--- src/shared/adcmap_regs.svh ---
// Register offsets, field positions and reset values of the converter control map
`ifndef ADCMAP_REGS_SVH
`define ADCMAP_REGS_SVH

// ****************************************************************************
// Serial frame layout
// ****************************************************************************
`define ADCMAP_INSTR_BITS   5'h10
`define ADCMAP_INSTR_RW     15
`define ADCMAP_INSTR_W_HI   14
`define ADCMAP_INSTR_W_LO   13
`define ADCMAP_ADDR_W       13
`define ADCMAP_BYTE_LAST    5'h07
`define ADCMAP_WORDS_STREAM 2'h3

// ****************************************************************************
// Register offsets
// ****************************************************************************
`define ADCMAP_ADDR_PORT    13'h0000
`define ADCMAP_ADDR_PART_ID 13'h0001
`define ADCMAP_ADDR_GRADE   13'h0002
`define ADCMAP_ADDR_CHAN    13'h0005
`define ADCMAP_ADDR_XFER    13'h00FF
`define ADCMAP_ADDR_PWR     13'h0008
`define ADCMAP_ADDR_GCLK    13'h0009
`define ADCMAP_ADDR_CDIV    13'h000B
`define ADCMAP_ADDR_TEST    13'h000D
`define ADCMAP_ADDR_VREF    13'h0018
`define ADCMAP_ADDR_AUX     13'h0030
`define ADCMAP_ADDR_DIGI    13'h0100

// ****************************************************************************
// Field positions
// ****************************************************************************
`define ADCMAP_PORT_LSB_HI  6
`define ADCMAP_PORT_LSB_LO  1
`define ADCMAP_PORT_SRST_HI 5
`define ADCMAP_PORT_SRST_LO 2
`define ADCMAP_PORT_FIXED   8'h18
`define ADCMAP_XFER_BIT     0
`define ADCMAP_CHAN_A_BIT   0
`define ADCMAP_CHAN_B_BIT   1
`define ADCMAP_GRADE_POS    4

// ****************************************************************************
// Reset values and writable bit masks
// ****************************************************************************
`define ADCMAP_RST_CHAN     2'h3
`define ADCMAP_RST_PWR      8'h80
`define ADCMAP_RST_GCLK     8'h01
`define ADCMAP_RST_CDIV     8'h00
`define ADCMAP_RST_TEST     8'h00
`define ADCMAP_RST_VREF     8'hC0
`define ADCMAP_RST_AUX      8'h00
`define ADCMAP_RST_DIGI     8'h00
`define ADCMAP_MASK_PWR     8'hA3
`define ADCMAP_MASK_GCLK    8'h01
`define ADCMAP_MASK_CDIV    8'h07
`define ADCMAP_MASK_TEST    8'h37
`define ADCMAP_MASK_VREF    8'hC0
`define ADCMAP_MASK_AUX     8'hFF
`define ADCMAP_MASK_DIGI    8'hFF
`define ADCMAP_PINS_IDLE    3'h2

`endif

--- src/shared/adcmap_pkg.sv ---
// Types shared by the converter control map modules
`default_nettype none
package adcmap_pkg;

  typedef logic [7:0] adcmap_byte_t;

  typedef enum logic [1:0] {
    ST_IDLE,
    ST_INSTR,
    ST_DATA,
    ST_DONE
  } adcmap_state_e;

  typedef struct packed {
    logic serial_clock;
    logic port_select_n;
    logic data_in;
  } adcmap_pins_s;

  typedef struct packed {
    adcmap_byte_t power_a;
    adcmap_byte_t power_b;
    adcmap_byte_t global_clock;
    adcmap_byte_t clock_divide;
    adcmap_byte_t test_a;
    adcmap_byte_t test_b;
    adcmap_byte_t vref_select;
    adcmap_byte_t aux_setup;
    adcmap_byte_t digital_feature;
  } adcmap_active_s;

endpackage : adcmap_pkg
`default_nettype wire

--- src/rtl/adcmap_spi_regs.sv ---
// Serial control port and register map of the dual converter
//
// Function
// - Every register location holds eight bits, bit 7 most significant.
// - The map decodes config at 0x00-0x02, channel index 0x05, transfer 0xFF, setup 0x08-0x30 and 0x100.
// - Registers 0x08 to 0x18 and 0x30 keep written values in a shadow stage without changing operation.
// - Writing 0x01 to 0xFF copies every shadow value to its active register at once.
// - The transfer bit clears itself after the copy so it reads back as zero.
// - Local registers exist once per channel and are routed by the two select bits at 0x05.
// - With both select bits set a local write updates both channel copies.
// - A local read with both select bits set returns channel A.
// - Global registers are single copies and ignore the select bits.
// - Any reset loads the documented defaults into the registers, except that soft reset keeps the bit order at 0x00.
// - The reference select register resets to 0xC0.
// - A frame starts with a 16-bit instruction holding read flag and word count, then bytes, data pin turns for reads.
// - The port shifts most significant bit first until the port setup selects the other order.
`timescale 1ns/1ps
`default_nettype none
`include "adcmap_regs.svh"
module adcmap_spi_regs #(
  parameter logic [7:0] PART_ID_CODE = 8'hA5,  // Arbitrary value
  parameter logic [1:0] SPEED_GRADE  = 2'h0
) (
  input  wire logic                       clock,
  input  wire logic                       rst,
  input  wire logic                       clk_en,
  input  wire logic                       serial_clock,
  input  wire logic                       port_select_n,
  input  wire logic                       sdio_in,
  output var  logic                       sdio_out,
  output var  logic                       sdio_oe_n,
  output var  adcmap_pkg::adcmap_active_s active_settings
);

  localparam int         NSLOT     = 7;
  localparam logic [2:0] SLOT_NONE = 3'h7;
  localparam logic [12:0] OPEN_ADDR = 13'h0013;

  // ****************************************************************************
  // Decode helpers
  // ****************************************************************************
  function automatic logic [2:0] slot_of(input logic [12:0] a);
    case (a)
      `ADCMAP_ADDR_PWR:  slot_of = 3'h0;
      `ADCMAP_ADDR_GCLK: slot_of = 3'h1;
      `ADCMAP_ADDR_CDIV: slot_of = 3'h2;
      `ADCMAP_ADDR_TEST: slot_of = 3'h3;
      `ADCMAP_ADDR_VREF: slot_of = 3'h4;
      `ADCMAP_ADDR_AUX:  slot_of = 3'h5;
      `ADCMAP_ADDR_DIGI: slot_of = 3'h6;
      default:           slot_of = SLOT_NONE;
    endcase
  endfunction : slot_of

  function automatic bit slot_local(input int s);
    slot_local = (s == 0) || (s == 3);
  endfunction : slot_local

  function automatic logic [7:0] slot_rst(input int s);
    case (s)
      0:       slot_rst = `ADCMAP_RST_PWR;
      1:       slot_rst = `ADCMAP_RST_GCLK;
      2:       slot_rst = `ADCMAP_RST_CDIV;
      3:       slot_rst = `ADCMAP_RST_TEST;
      4:       slot_rst = `ADCMAP_RST_VREF;
      5:       slot_rst = `ADCMAP_RST_AUX;
      default: slot_rst = `ADCMAP_RST_DIGI;
    endcase
  endfunction : slot_rst

  function automatic logic [7:0] slot_mask(input int s);
    case (s)
      0:       slot_mask = `ADCMAP_MASK_PWR;
      1:       slot_mask = `ADCMAP_MASK_GCLK;
      2:       slot_mask = `ADCMAP_MASK_CDIV;
      3:       slot_mask = `ADCMAP_MASK_TEST;
      4:       slot_mask = `ADCMAP_MASK_VREF;
      5:       slot_mask = `ADCMAP_MASK_AUX;
      default: slot_mask = `ADCMAP_MASK_DIGI;
    endcase
  endfunction : slot_mask

  function automatic logic [7:0] rev8(input logic [7:0] x);
    for (int i = 0; i < 8; i++) begin
      rev8[i] = x[7-i];
    end
  endfunction : rev8

  // ****************************************************************************
  // Pin sampling
  // ****************************************************************************
  adcmap_pkg::adcmap_pins_s pins_raw;
  adcmap_pkg::adcmap_pins_s pins_q;
  logic                     sclk_prev_reg;
  logic                     sclk_rise;
  logic                     sclk_fall;
  logic                     deselected;

  assign pins_raw = '{serial_clock: serial_clock, port_select_n: port_select_n, data_in: sdio_in};

  adcmap_sync #(
    .WIDTH (3),
    .IDLE  (`ADCMAP_PINS_IDLE)
  ) u_sync (
    .clock    (clock),
    .rst      (rst),
    .clk_en   (clk_en),
    .async_in (pins_raw),
    .filt_q   (pins_q)
  );

  always_ff @(posedge clock) begin
    if (rst) begin
      sclk_prev_reg <= 1'b0;
    end else if (clk_en) begin
      sclk_prev_reg <= pins_q.serial_clock;
    end
  end

  assign sclk_rise  = pins_q.serial_clock & ~sclk_prev_reg;
  assign sclk_fall  = ~pins_q.serial_clock & sclk_prev_reg;
  assign deselected = pins_q.port_select_n;

  // ****************************************************************************
  // Frame engine
  // ****************************************************************************
  adcmap_pkg::adcmap_state_e state_reg;
  logic [4:0]                bit_cnt_reg;
  logic [15:0]               shift_reg;
  logic [15:0]               shift_next;
  logic [15:0]               instr_word;
  logic                      is_read_reg;
  logic                      stream_reg;
  logic [1:0]                words_left_reg;
  logic [12:0]               addr_reg;
  logic [12:0]               addr_step;
  logic [12:0]               rd_addr;
  logic [7:0]                rd_data;
  logic [7:0]                tx_reg;
  logic [2:0]                tx_idx_reg;
  logic                      lsb_first_reg;
  logic                      byte_done;
  logic                      wr_en;
  logic [12:0]               wr_addr;
  logic [7:0]                wr_data;

  assign shift_next = {shift_reg[14:0], pins_q.data_in};
  // Arrival order is reversed in low-first mode
  assign instr_word = lsb_first_reg ? {rev8(shift_next[7:0]), rev8(shift_next[15:8])} : shift_next;
  assign addr_step  = lsb_first_reg ? addr_reg + 13'h0001 : addr_reg - 13'h0001;
  assign rd_addr    = (state_reg == adcmap_pkg::ST_INSTR) ? instr_word[12:0] : addr_step;
  assign byte_done  = (state_reg == adcmap_pkg::ST_DATA) && sclk_rise && (bit_cnt_reg == `ADCMAP_BYTE_LAST);
  assign wr_en      = clk_en && !deselected && byte_done && !is_read_reg;
  assign wr_addr    = addr_reg;
  assign wr_data    = lsb_first_reg ? rev8(shift_next[7:0]) : shift_next[7:0];

  always_ff @(posedge clock) begin
    if (rst) begin
      state_reg      <= adcmap_pkg::ST_IDLE;
      bit_cnt_reg    <= 5'h00;
      shift_reg      <= 16'h0000;
      is_read_reg    <= 1'b0;
      stream_reg     <= 1'b0;
      words_left_reg <= 2'h0;
      addr_reg       <= 13'h0000;
    end else if (clk_en) begin
      if (deselected) begin
        state_reg <= adcmap_pkg::ST_IDLE;
      end else begin
        case (state_reg)
          adcmap_pkg::ST_IDLE: begin
            state_reg   <= adcmap_pkg::ST_INSTR;
            bit_cnt_reg <= 5'h00;
          end
          adcmap_pkg::ST_INSTR: begin
            if (sclk_rise) begin
              shift_reg   <= shift_next;
              bit_cnt_reg <= bit_cnt_reg + 5'h01;
              if (bit_cnt_reg == `ADCMAP_INSTR_BITS - 5'h01) begin
                bit_cnt_reg    <= 5'h00;
                is_read_reg    <= instr_word[`ADCMAP_INSTR_RW];
                words_left_reg <= instr_word[`ADCMAP_INSTR_W_HI:`ADCMAP_INSTR_W_LO];
                stream_reg     <= instr_word[`ADCMAP_INSTR_W_HI:`ADCMAP_INSTR_W_LO] == `ADCMAP_WORDS_STREAM;
                addr_reg       <= instr_word[12:0];
                state_reg      <= adcmap_pkg::ST_DATA;
              end
            end
          end
          adcmap_pkg::ST_DATA: begin
            if (sclk_rise) begin
              shift_reg   <= shift_next;
              bit_cnt_reg <= bit_cnt_reg + 5'h01;
              if (byte_done) begin
                bit_cnt_reg    <= 5'h00;
                addr_reg       <= addr_step;
                words_left_reg <= words_left_reg - 2'h1;
                if (!stream_reg && words_left_reg == 2'h0) begin
                  state_reg <= adcmap_pkg::ST_DONE;
                end
              end
            end
          end
          adcmap_pkg::ST_DONE: begin
            state_reg <= adcmap_pkg::ST_DONE;
          end
          default: begin
            state_reg <= adcmap_pkg::ST_IDLE;
          end
        endcase
      end
    end
  end

  // Read data is launched on falling edges so it is stable at the host's rising edge
  always_ff @(posedge clock) begin
    if (rst) begin
      tx_reg     <= 8'h00;
      tx_idx_reg <= 3'h0;
      sdio_out   <= 1'b0;
      sdio_oe_n  <= 1'b1;
    end else if (clk_en) begin
      if (deselected) begin
        sdio_oe_n <= 1'b1;
      end else if (state_reg == adcmap_pkg::ST_INSTR && sclk_rise && bit_cnt_reg == `ADCMAP_INSTR_BITS - 5'h01) begin
        tx_reg     <= rd_data;
        tx_idx_reg <= 3'h0;
      end else if (byte_done && is_read_reg) begin
        tx_reg     <= rd_data;
        tx_idx_reg <= 3'h0;
      end else if (state_reg == adcmap_pkg::ST_DATA && is_read_reg && sclk_fall) begin
        sdio_out   <= lsb_first_reg ? tx_reg[tx_idx_reg] : tx_reg[3'h7 - tx_idx_reg];
        sdio_oe_n  <= 1'b0;
        tx_idx_reg <= tx_idx_reg + 3'h1;
      end
    end
  end

  // ****************************************************************************
  // Chip configuration, channel index and transfer
  // ****************************************************************************
  logic       soft_rst_reg;
  logic       reg_rst;
  logic [1:0] chan_sel_reg;
  logic       transfer_reg;

  assign reg_rst = rst | soft_rst_reg;

  // Soft reset leaves the bit order alone so the host keeps its link
  always_ff @(posedge clock) begin
    if (rst) begin
      lsb_first_reg <= 1'b0;
      soft_rst_reg  <= 1'b0;
    end else if (clk_en) begin
      soft_rst_reg <= 1'b0;
      if (wr_en && wr_addr == `ADCMAP_ADDR_PORT) begin
        lsb_first_reg <= wr_data[`ADCMAP_PORT_LSB_HI] | wr_data[`ADCMAP_PORT_LSB_LO];
        soft_rst_reg  <= wr_data[`ADCMAP_PORT_SRST_HI] | wr_data[`ADCMAP_PORT_SRST_LO];
      end
    end
  end

  always_ff @(posedge clock) begin
    if (reg_rst) begin
      chan_sel_reg <= `ADCMAP_RST_CHAN;
    end else if (clk_en && wr_en && wr_addr == `ADCMAP_ADDR_CHAN) begin
      chan_sel_reg <= wr_data[1:0];
    end
  end

  // A new transfer write wins over the self-clear
  always_ff @(posedge clock) begin
    if (reg_rst) begin
      transfer_reg <= 1'b0;
    end else if (clk_en) begin
      if (wr_en && wr_addr == `ADCMAP_ADDR_XFER && wr_data[`ADCMAP_XFER_BIT]) begin
        transfer_reg <= 1'b1;
      end else if (transfer_reg) begin
        transfer_reg <= 1'b0;
      end
    end
  end

  // ****************************************************************************
  // Setup registers
  // ****************************************************************************
  logic [7:0] shadow_q [NSLOT][2];
  logic [7:0] active_q [NSLOT][2];

  genvar s;
  genvar c;
  generate
    for (s = 0; s < NSLOT; s = s + 1) begin : g_slot
      for (c = 0; c < 2; c = c + 1) begin : g_chan
        if (c == 0 || slot_local(s)) begin : g_cell
          logic sel;
          // Global copies ignore the select bits
          assign sel = slot_local(s) ? chan_sel_reg[c] : 1'b1;
          adcmap_regcell #(
            .RESET_VALUE (slot_rst(s)),
            .MASK        (slot_mask(s)),
            .SHADOWED    (s != 6)
          ) u_cell (
            .clock    (clock),
            .rst      (reg_rst),
            .clk_en   (clk_en),
            .wr_en    (wr_en && slot_of(wr_addr) == 3'(s) && sel),
            .wr_data  (wr_data),
            .commit   (transfer_reg),
            .shadow_q (shadow_q[s][c]),
            .active_q (active_q[s][c])
          );
        end else begin : g_alias
          assign shadow_q[s][c] = shadow_q[s][0];
          assign active_q[s][c] = active_q[s][0];
        end
      end
    end
  endgenerate

  assign active_settings = {active_q[0][0], active_q[0][1], active_q[1][0], active_q[2][0],
                            active_q[3][0], active_q[3][1], active_q[4][0], active_q[5][0], active_q[6][0]};

  // ****************************************************************************
  // Read-back
  // ****************************************************************************
  always_comb begin
    logic [2:0] rs;
    rs      = slot_of(rd_addr);
    rd_data = 8'h00;
    case (rd_addr)
      `ADCMAP_ADDR_PORT:    rd_data = `ADCMAP_PORT_FIXED | {1'b0, lsb_first_reg, 4'h0, lsb_first_reg, 1'b0};
      `ADCMAP_ADDR_PART_ID: rd_data = PART_ID_CODE;
      `ADCMAP_ADDR_GRADE:   rd_data = {2'h0, SPEED_GRADE, 4'h0};
      `ADCMAP_ADDR_CHAN:    rd_data = {6'h00, chan_sel_reg};
      `ADCMAP_ADDR_XFER:    rd_data = {7'h00, transfer_reg};
      default: begin
        if (rs != SLOT_NONE) begin
          // Channel B only when B alone is selected
          rd_data = (chan_sel_reg == 2'h2) ? shadow_q[rs][1] : shadow_q[rs][0];
        end
      end
    endcase
  end
endmodule : adcmap_spi_regs
`default_nettype wire

--- src/rtl/adcmap_sync.sv ---
// Three-stage input synchroniser with agreement filter
`timescale 1ns/1ps
`default_nettype none
module adcmap_sync #(
  parameter int               WIDTH = 1,
  parameter logic [WIDTH-1:0] IDLE  = '0
) (
  input  wire logic             clock,
  input  wire logic             rst,
  input  wire logic             clk_en,
  input  wire logic [WIDTH-1:0] async_in,
  output var  logic [WIDTH-1:0] filt_q
);

  logic [WIDTH-1:0] s1_reg;
  logic [WIDTH-1:0] s2_reg;
  logic [WIDTH-1:0] s3_reg;

  always_ff @(posedge clock) begin
    if (rst) begin
      s1_reg <= IDLE;
      s2_reg <= IDLE;
      s3_reg <= IDLE;
    end else if (clk_en) begin
      s1_reg <= async_in;
      s2_reg <= s1_reg;
      s3_reg <= s2_reg;
    end
  end

  // A change counts only once two settled stages agree
  genvar i;
  generate
    for (i = 0; i < WIDTH; i = i + 1) begin : g_bit
      always_ff @(posedge clock) begin
        if (rst) begin
          filt_q[i] <= IDLE[i];
        end else if (clk_en && (s2_reg[i] == s3_reg[i])) begin
          filt_q[i] <= s3_reg[i];
        end
      end
    end
  endgenerate

endmodule : adcmap_sync
`default_nettype wire

--- src/rtl/adcmap_regcell.sv ---
// One 8-bit setup register with optional shadow stage
`timescale 1ns/1ps
`default_nettype none
module adcmap_regcell #(
  parameter logic [7:0] RESET_VALUE = 8'h00,
  parameter logic [7:0] MASK        = 8'hFF,
  parameter bit         SHADOWED    = 1'b1
) (
  input  wire logic       clock,
  input  wire logic       rst,
  input  wire logic       clk_en,
  input  wire logic       wr_en,
  input  wire logic [7:0] wr_data,
  input  wire logic       commit,
  output var  logic [7:0] shadow_q,
  output var  logic [7:0] active_q
);

  // Unsupported bits never store anything
  always_ff @(posedge clock) begin
    if (rst) begin
      shadow_q <= RESET_VALUE;
    end else if (clk_en && wr_en) begin
      shadow_q <= wr_data & MASK;
    end
  end

  // Shadowed cells only move on commit, so the part sees all changes at once
  always_ff @(posedge clock) begin
    if (rst) begin
      active_q <= RESET_VALUE;
    end else if (clk_en) begin
      if (SHADOWED && commit) begin
        active_q <= shadow_q;
      end else if (!SHADOWED && wr_en) begin
        active_q <= wr_data & MASK;
      end
    end
  end

endmodule : adcmap_regcell
`default_nettype wire

--- config.mk ---
export PLATFORM = sky130hd
export DESIGN_NAME = adcmap_spi_regs
export DESIGN_NICKNAME = d
export VERILOG_FILES = /design/src/shared/adcmap_pkg.sv /design/src/rtl/adcmap_spi_regs.sv /design/src/rtl/adcmap_sync.sv /design/src/rtl/adcmap_regcell.sv
export VERILOG_INCLUDE_DIRS = /design/src /design/src/shared
export SDC_FILE = /design/constraint.sdc
export NUM_CORES = 1
export LEC_CHECK = 0
export BUFFER_PORTS_ARGS = -buffer_cell sky130_fd_sc_hd__buf_2
export CORE_MARGIN = 3
export CORE_UTILIZATION = 25
export DETAILED_ROUTE_END_ITERATION = 12
export HOLD_SLACK_MARGIN = 0.03
export SLEW_MARGIN = 20
export SYNTH_ARGS = -nofsm -noshare
export SYNTH_HDL_FRONTEND = slang
export SYNTH_SLANG_ARGS = --single-unit
--- constraint.sdc ---
create_clock -name clock -period 10.65 [get_ports clock]
set_input_delay 1.065 -clock clock [delete_from_list [all_inputs] [get_ports clock]]
set_output_delay 1.065 -clock clock [all_outputs]
set_load 0.1 [all_outputs]
==> summary.md, run 1 <==
| Metric | Value |
|---|---|
| Outcome | `finished clean` |
| Final-report hold violation count | `0` |
| Worst-path clk slew | `0.07 ns` |
| Share of cells above drive strength 1 | `11.8%` |
| Number of H-tree levels | `4` |
| Highest routed layer | `met4` |
| Nets | `1019` |
| Final std cells w/o fill | `1401` |
| Die extent in y | `184 µm` |
| Largest cells by area after synthesis | `dfxtp_1 36%, mux2i_1 9.8%, nand2_1 6.8%, nor2_1 5.5%, a21oi_1 5.4%` |
| Ys Warns | `0` |
| First-pass GRT wire length | `34.2 mm` |
| Number of antenna violations at the first check in global routing | `0` |
| Final wirelength | `21.6 mm` |
| Slew HR | `39.1%` |
| Worst path max stage delay | `0.66 ns` |
| Setup WS post-layout | `6.08 ns` |
| Critical Path Source Type | `register` |
| Min-delay worst type | `reg2reg` |
| Overall power | `1.20 mW` |
| Initial Utilization | `25.6%` |
| Routability Congestion | `0.892` |
| # Post-CTS Setup Buffers | `0` |
| Die X-Extent | `184 µm` |
| Critical path's slowest cell | `or4_1` |
| Min-Delay Startpoint | `g_slot[0].g_chan[0].g_cell.u_cell.active_q[5]` |
| Peak Freq | `0.219 GHz` |
| Lkg Pwr | `3.61 nW` |
| Final Skew | `0.0167 ns` |
| Crit-path max FO | `15` |
| Mean number of vias per cell | `4.88` |
| Crit. End Element | `register` |
| Total global-route track usage | `12.5%` |
| Buf/Inv on CP | `1` |
| Top-count cell post-synth | `nand2_1` |
| Wire per inst | `15.4 µm` |
| Cell variety after synth | `73` |
| Synth Flop Type | `dfxtp_1` |
| Critical path class | `reg2reg` |
| Row count | `64` |
| Fillers | `3261` |
| Maximum VDD drop | `0.0000902 V` |
| Max Cap Violations | `0` |
| Post-synth ARST share | `0%` |
| Worst endpoint required time | `10.96 ns` |
| CP cell instances | `inv_1 > ha_1 > o211ai_1 > o21ai_1 > mux2i_1 > a2bb2oi_1 > or4_1 > a2111o_1 > a21boi_4 > mux2_2 > a221oi_1 > nor2_1` |
| DRT antenna net count | `0` |
| Final Instance Area | `8980 µm²` |
| CTS Hold Bufs | `0` |
| Initial DRC count | `486` |
| TritonRoute pass-1 iters | `5` |
| Final HPWL DP | `15.4 mm` |
| Post-synth top area cell | `dfxtp_1` |
| Critical Path AT | `4.88 ns` |
| Cells after DPL | `1369` |
| Worst r2r src | `lsb_first_reg` |
| Final period utilization | `42.9%` |
| Slew @ Worst Pin | `0.911 ns` |
| Inserted Clock Buffers | `17` |
| Die ar. | `33900 µm²` |
| CP startpoint | `lsb_first_reg` |
| Core area | `31000 µm²` |
| P per Cell Area | `134 nW/µm²` |
| Mapped Cells | `975` |
| Post-cts sizing count | `0` |
| Wl on met1 | `10.5 mm` |
| Unrepaired setup endpoints after global routing | `false` |
| Insertion delay to the later sink of the worst-skew pair | `0.43 ns` |
| DR vias | `6838` |
| Syn_area_per_cell | `8.15 µm²` |
| I/O pin total | `80` |
| Post-layout min period | `4.57 ns` |
| Syn-to-layout area delta | `13.1%` |
| Grt ovf | `0` |
| Vias in the first global route | `6229` |
| Post-synth EDFFs | `0` |
| ANT cells | `0` |
| Delay-heaviest family, CP | `compound AO/OA/AOI/OAI gates` |
| Synth cell count leaders | `144 x nand2_1, 142 x dfxtp_1, 116 x nor2_1` |
| CTS Root Cell | `clkbuf_16` |
| Largest net degree at the start of global routing | `70` |
| Seq/Total Area, Yosys | `35.8%` |
| Post-route DRC violation count | `0` |
| Top cell type's share of synthesized area | `35.8%` |
| Post-Syn Area | `7940 µm²` |
| CTS tree | `yes` |
| Number of setup violations in the final report | `0` |
| Sink Count | `142` |
| Flops & latches, synth | `142` |
| Dpl cell area | `8380 µm²` |
| Sum Neg Setup Slack | `0 ns` |
| Met3 Wirelength | `1.29 mm` |
| Max FFs per register | `40` |
| Fin. max-slew vios | `0` |
| Met2 WL | `9.42 mm` |
| Deepest clock path buffer count | `2` |
| I/O Buffers | `47` |
| Worst Setup Slack post-DPL | `6.15 ns` |
-- metrics by stage --
step | hold WS [ns] | utilization (%)
after floorplan | 0.431 | -
after global placement | 0.439 | 27.0
after detailed placement | 0.444 | 27.0
after CTS | 0.454 | 29.0
after global routing | 0.472 | 29.0
final | 0.452 | 29.0
-- path summary, 6_finish.rpt --
kind	endpoint	slack [ns]	cells after the start
min reg2reg	g_slot[0].g_chan[0].g_cell.u_cell.active_q[5]	0.45	2
max reg2reg	tx_reg[6]	6.08	12
min	g_slot[0].g_chan[0].g_cell.u_cell.active_q[5]	0.45	2
max	tx_reg[6]	6.08	12
-- cell type report --
type                    count  area (µm²)  area share [%]
clock inverters            15         174            1.94
repair buffers             57         310            3.46
multi-input cells         753        4650            51.8
inverters                  21        78.8           0.878
flip-flops and latches    142        2840            31.7
clock buffers              17         425            4.74
well taps                 396         495            5.52
-- placed cells by master, fill, tap and decap left out, drive strengths merged, types with 4 or more instances in the layout --
master and count:
nand2b 12, mux4 5, nor2 116, o21a 4
nor3b 4, ha 20, o31ai 6, mux2i 78
clkinv 6, nand4 7, a21boi 4, nor3 22
nor2b 6, xnor2 7, mux2 15, a211oi 13
buf 57, o21ai 30, a21oi 85, dfxtp 142
a211o 7, nand3 22, nor4 5, or4 4
or2 4, nand2 144, o211ai 8, o2bb2ai 4
a21o 12, or3 8, conb 32, inv 29
and3 9, a31oi 4, xor2 5, o311ai 4
clkbuf 17, and2 9
-- logic make-up (layout without fill, tap and decap cells) --
logic type               Yosys count  after routing  share of synthesized area [%]
AND/OR/NAND/NOR                  381            381                           21.5
multiplexers                      98             98                           13.4
other                              1             32                         0.0472
flip-flops                       142            142                           35.8
AO/OA/AOI/OAI                    209            209                           17.4
adder cells (fa/ha/maj)           21             21                           3.40
XOR/XNOR                          12             12                           1.32
buffers and inverters            111            110                           7.18
-- worst register-to-register path: cells and delay by family, from the launching register on --
family | cells | cell delay (ns)
AOI/OAI and AO/OA | 6 | 1.99
adders and majority gates | 1 | 0.56
buffers and inverters | 1 | 0.26
DFF | 1 | 0.33
muxes | 2 | 0.57
and+or+nand+nor | 2 | 0.74
-- routing by layer --
metal	global-route usage, %	vias up
met5	0	-
met4	3.93	0
met3	2.82	26
met2	19.0	176
met1	17.7	3223
li1	-	3413
-- report_power, final --
group	total, mW	internal (mW)	switching (mW)
Clock	0.602	0.335	0.267
Combinational	0.0673	0.00453	0.0628
Sequential	0.534	0.532	0.00117
Total	1.20	0.872	0.331
No activity file was read; power rests on OpenSTA's default activity.
==> inputs of run 2 (changes only) <==
==> constraint.sdc (replaced) <==
create_clock -name clock -period 4.3 [get_ports clock]
set_input_delay 0.43 -clock clock [delete_from_list [all_inputs] [get_ports clock]]
set_output_delay 0.43 -clock clock [all_outputs]
set_load 0.1 [all_outputs]
==> run 2 against run 1 <==
Net effect: power increased by 140%; first-iteration DRC count increased by 24%; non-clock buffer count increased by 18; final area increased by 1.4%; count of clock-buffer cells in the layout increased by 4; via count increased by 1.3%.
==> summary.md, run 2 (synthesized netlist as in run 1, its figures left out) <==
| Metric | Value |
|---|---|
| CTS Root Cell | `clkbuf_16 (unchanged)` |
| Slew @ Worst Pin | `0.941 ns (was 0.911 ns)` |
| Unrepaired setup endpoints after global routing | `false (unchanged)` |
| Deepest clock path buffer count | `2 (unchanged)` |
| DRT antenna net count | `0 (unchanged)` |
| ANT cells | `0 (unchanged)` |
| Post-layout util | `29.4% (was 29.0%)` |
| Worst path max stage delay | `0.65 ns (was 0.66 ns)` |
| Crit-path most repeated cell | `buf_4` |
| Hold Path Sink | `u_sync.s1_reg[1] (was g_slot[0].g_chan[0].g_cell.u_cell.active_q[5])` |
| Maximum VDD drop | `0.000245 V (was 0.0000902 V)` |
| Die X-Extent | `184 µm (unchanged)` |
| DR vias | `6924 (was 6838)` |
| Sink Count | `142 (unchanged)` |
| Critical path class | `reg2reg (unchanged)` |
| Initial Utilization | `25.6% (unchanged)` |
| Die ar. | `33900 µm² (unchanged)` |
| Largest net degree at the start of global routing | `69 (was 70)` |
| Hold Path Stages | `2 (unchanged)` |
| Critical path's slowest cell | `or4_1 (unchanged)` |
| GRT Max-Usage Layer | `met2 (unchanged)` |
| Die extent in y | `184 µm (unchanged)` |
| I/O pin total | `80 (unchanged)` |
| Crit. End Element | `register (unchanged)` |
| Number of H-tree levels | `4 (unchanged)` |
| Overall power | `2.92 mW (was 1.20 mW)` |
| M1 GR Usage | `17.7% (about the same)` |
| Worst-path clk slew | `0.06 ns (was 0.07 ns)` |
| Final Skew | `0.0165 ns (was 0.0167 ns)` |
| Post-route DRC violation count | `0 (unchanged)` |
| Share of cells above drive strength 1 | `13.8% (was 11.8%)` |
| Worst endpoint required time | `4.62 ns (was 10.96 ns)` |
| Outcome | `finished clean (unchanged)` |
| Worst r2r src | `lsb_first_reg (unchanged)` |
| Critical Path AT | `4.47 ns (was 4.88 ns)` |
| TritonRoute pass-1 iters | `5 (unchanged)` |
| Final period utilization | `96.5% (was 42.9%)` |
| Commonest cells after routing, fill and taps aside | `143 x nand2_1, 142 x dfxtp_1, 116 x nor2_1 (unchanged)` |
| Grt ovf | `0 (unchanged)` |
| Sum Neg Setup Slack | `0 ns (unchanged)` |
| First-pass GRT wire length | `34.4 mm (was 34.2 mm)` |
| Fin. max-slew vios | `0 (unchanged)` |
| CTS tree | `yes (unchanged)` |
| Buf/Inv on CP | `3 (was 1)` |
| I/O Buffers | `47 (unchanged)` |
| Crit-path max FO | `13 (was 15)` |
| Delay-heaviest family, CP | `compound AO/OA/AOI/OAI gates (unchanged)` |
| Total global-route track usage | `12.6% (was 12.5%)` |
| Final-report hold violation count | `0 (unchanged)` |
| Critical Path Source Type | `register (unchanged)` |
| Min-Delay Startpoint | `port_select_n (was g_slot[0].g_chan[0].g_cell.u_cell.active_q[5])` |
| Routability Congestion | `0.955 (was 0.892)` |
| Final HPWL DP | `15.6 mm (was 15.4 mm)` |
| Reg-to-Reg End | `tx_reg[2] (was tx_reg[6])` |
| Commonest non-fill, non-tap cell in the layout | `nand2_1 (unchanged)` |
| CP cell instances | `clkinvlp_4 > buf_4 > ha_1 > a21o_1 > a211oi_1 > a211o_1 > a2bb2oi_1 > or4_1 > a2111o_1 > a21boi_4 > buf_4 > mux2_1 > mux2i_1 > o2bb2ai_1 (was inv_1 > ha_1 > o211ai_1 > o21ai_1 > mux2i_1 > a2bb2oi_1 > or4_1 > a2111o_1 > a21boi_4 > mux2_2 > a221oi_1 > nor2_1)` |
| Max FFs per register | `40 (unchanged)` |
| Lkg Pwr | `3.67 nW (was 3.61 nW)` |
| Mean number of vias per cell | `4.88 (about the same)` |
| Max Cap Violations | `0 (unchanged)` |
| Wire per inst | `15.3 µm (was 15.4 µm)` |
| Peak Freq | `0.241 GHz (was 0.219 GHz)` |
| Slew HR | `37.2% (was 39.1%)` |
| Row count | `64 (unchanged)` |
| Insertion delay to the later sink of the worst-skew pair | `0.43 ns (about the same)` |
| Nets | `1037 (was 1019)` |
| Vias in the first global route | `6363 (was 6229)` |
| Final wirelength | `21.7 mm (was 21.6 mm)` |
| Initial DRC count | `602 (was 486)` |
| Syn-to-layout area delta | `14.7% (was 13.1%)` |
| Number of antenna violations at the first check in global routing | `0 (unchanged)` |
| Number of setup violations in the final report | `0 (unchanged)` |
| Worst R2R Setup Slack | `0.15 ns (was 6.08 ns)` |
| Reg2Reg Depth | `14 (was 12)` |
| CTS Hold Bufs | `0 (unchanged)` |
| Min-delay worst type | `in2reg (was reg2reg)` |
| CP startpoint | `lsb_first_reg (unchanged)` |
| Post-layout min period | `4.15 ns (was 4.57 ns)` |
| GR Layer Usage met3 | `3.06% (was 2.82%)` |
| Met2 GRT Util | `19.0% (about the same)` |
| P per Cell Area | `321 nW/µm² (was 134 nW/µm²)` |
| Core area | `31000 µm² (unchanged)` |
| Inserted Clock Buffers | `17 (unchanged)` |
-- run 2: worst max path at each step --
stage / to / slack [ns] / cells after the start
after floorplan: tx_reg[6] / 0.04 / 15
after global placement: tx_reg[2] / 0.23 / 13
after detailed placement: tx_reg[2] / 0.15 / 13
after CTS: tx_reg[2] / 0.13 / 13
after global routing: tx_reg[6] / 0.03 / 13
final: tx_reg[2] / 0.15 / 14
-- run 2: per-layer routing --
metal	vias up	part of all wire (%)
met4	0	1.6
met2	181	44
met3	22	5.9
met1	3285	48
met5	-	0
li1	3436	-
-- run 2: final cells by class --
| type | count | area, µm² |
|---|---|---|
| Tap cell | 396 | 495 |
| Clock inverter | 11 | 108 |
| Timing Repair Buffer | 75 | 445 |
| Sequential cell | 142 | 2840 |
| Fill cell | 3255 | 21900 |
| Multi-Input combinational cell | 753 | 4680 |
| Clock buffer | 21 | 460 |
| Inverter | 21 | 82.6 |
-- run 2: repair_timing --
action                                  in CTS  in global routing
gates resized for setup                      0                  2
setup buffers                                0                  1
endpoints found under the setup margin       0                  5
-- run 2: stage by stage --
stage,std cells,setup slack [ns],hold slack [ns],cell area [µm²]
floorplan,1006,0.0405,0.431,8090
CTS,1418,0.127,0.219,9090
detailed placement,1386,0.152,0.448,8530
global placement,1386,0.231,0.443,8530
global route,1419,0.0308,0.229,9110
finish,1419,0.151,0.226,9110
-- run 2: power breakdown --
| part | internal (mW) | switching, mW |
|---|---|---|
| combinational | 0.0117 | 0.155 |
| clock | 0.831 | 0.601 |
| sequential | 1.32 | 0.00290 |
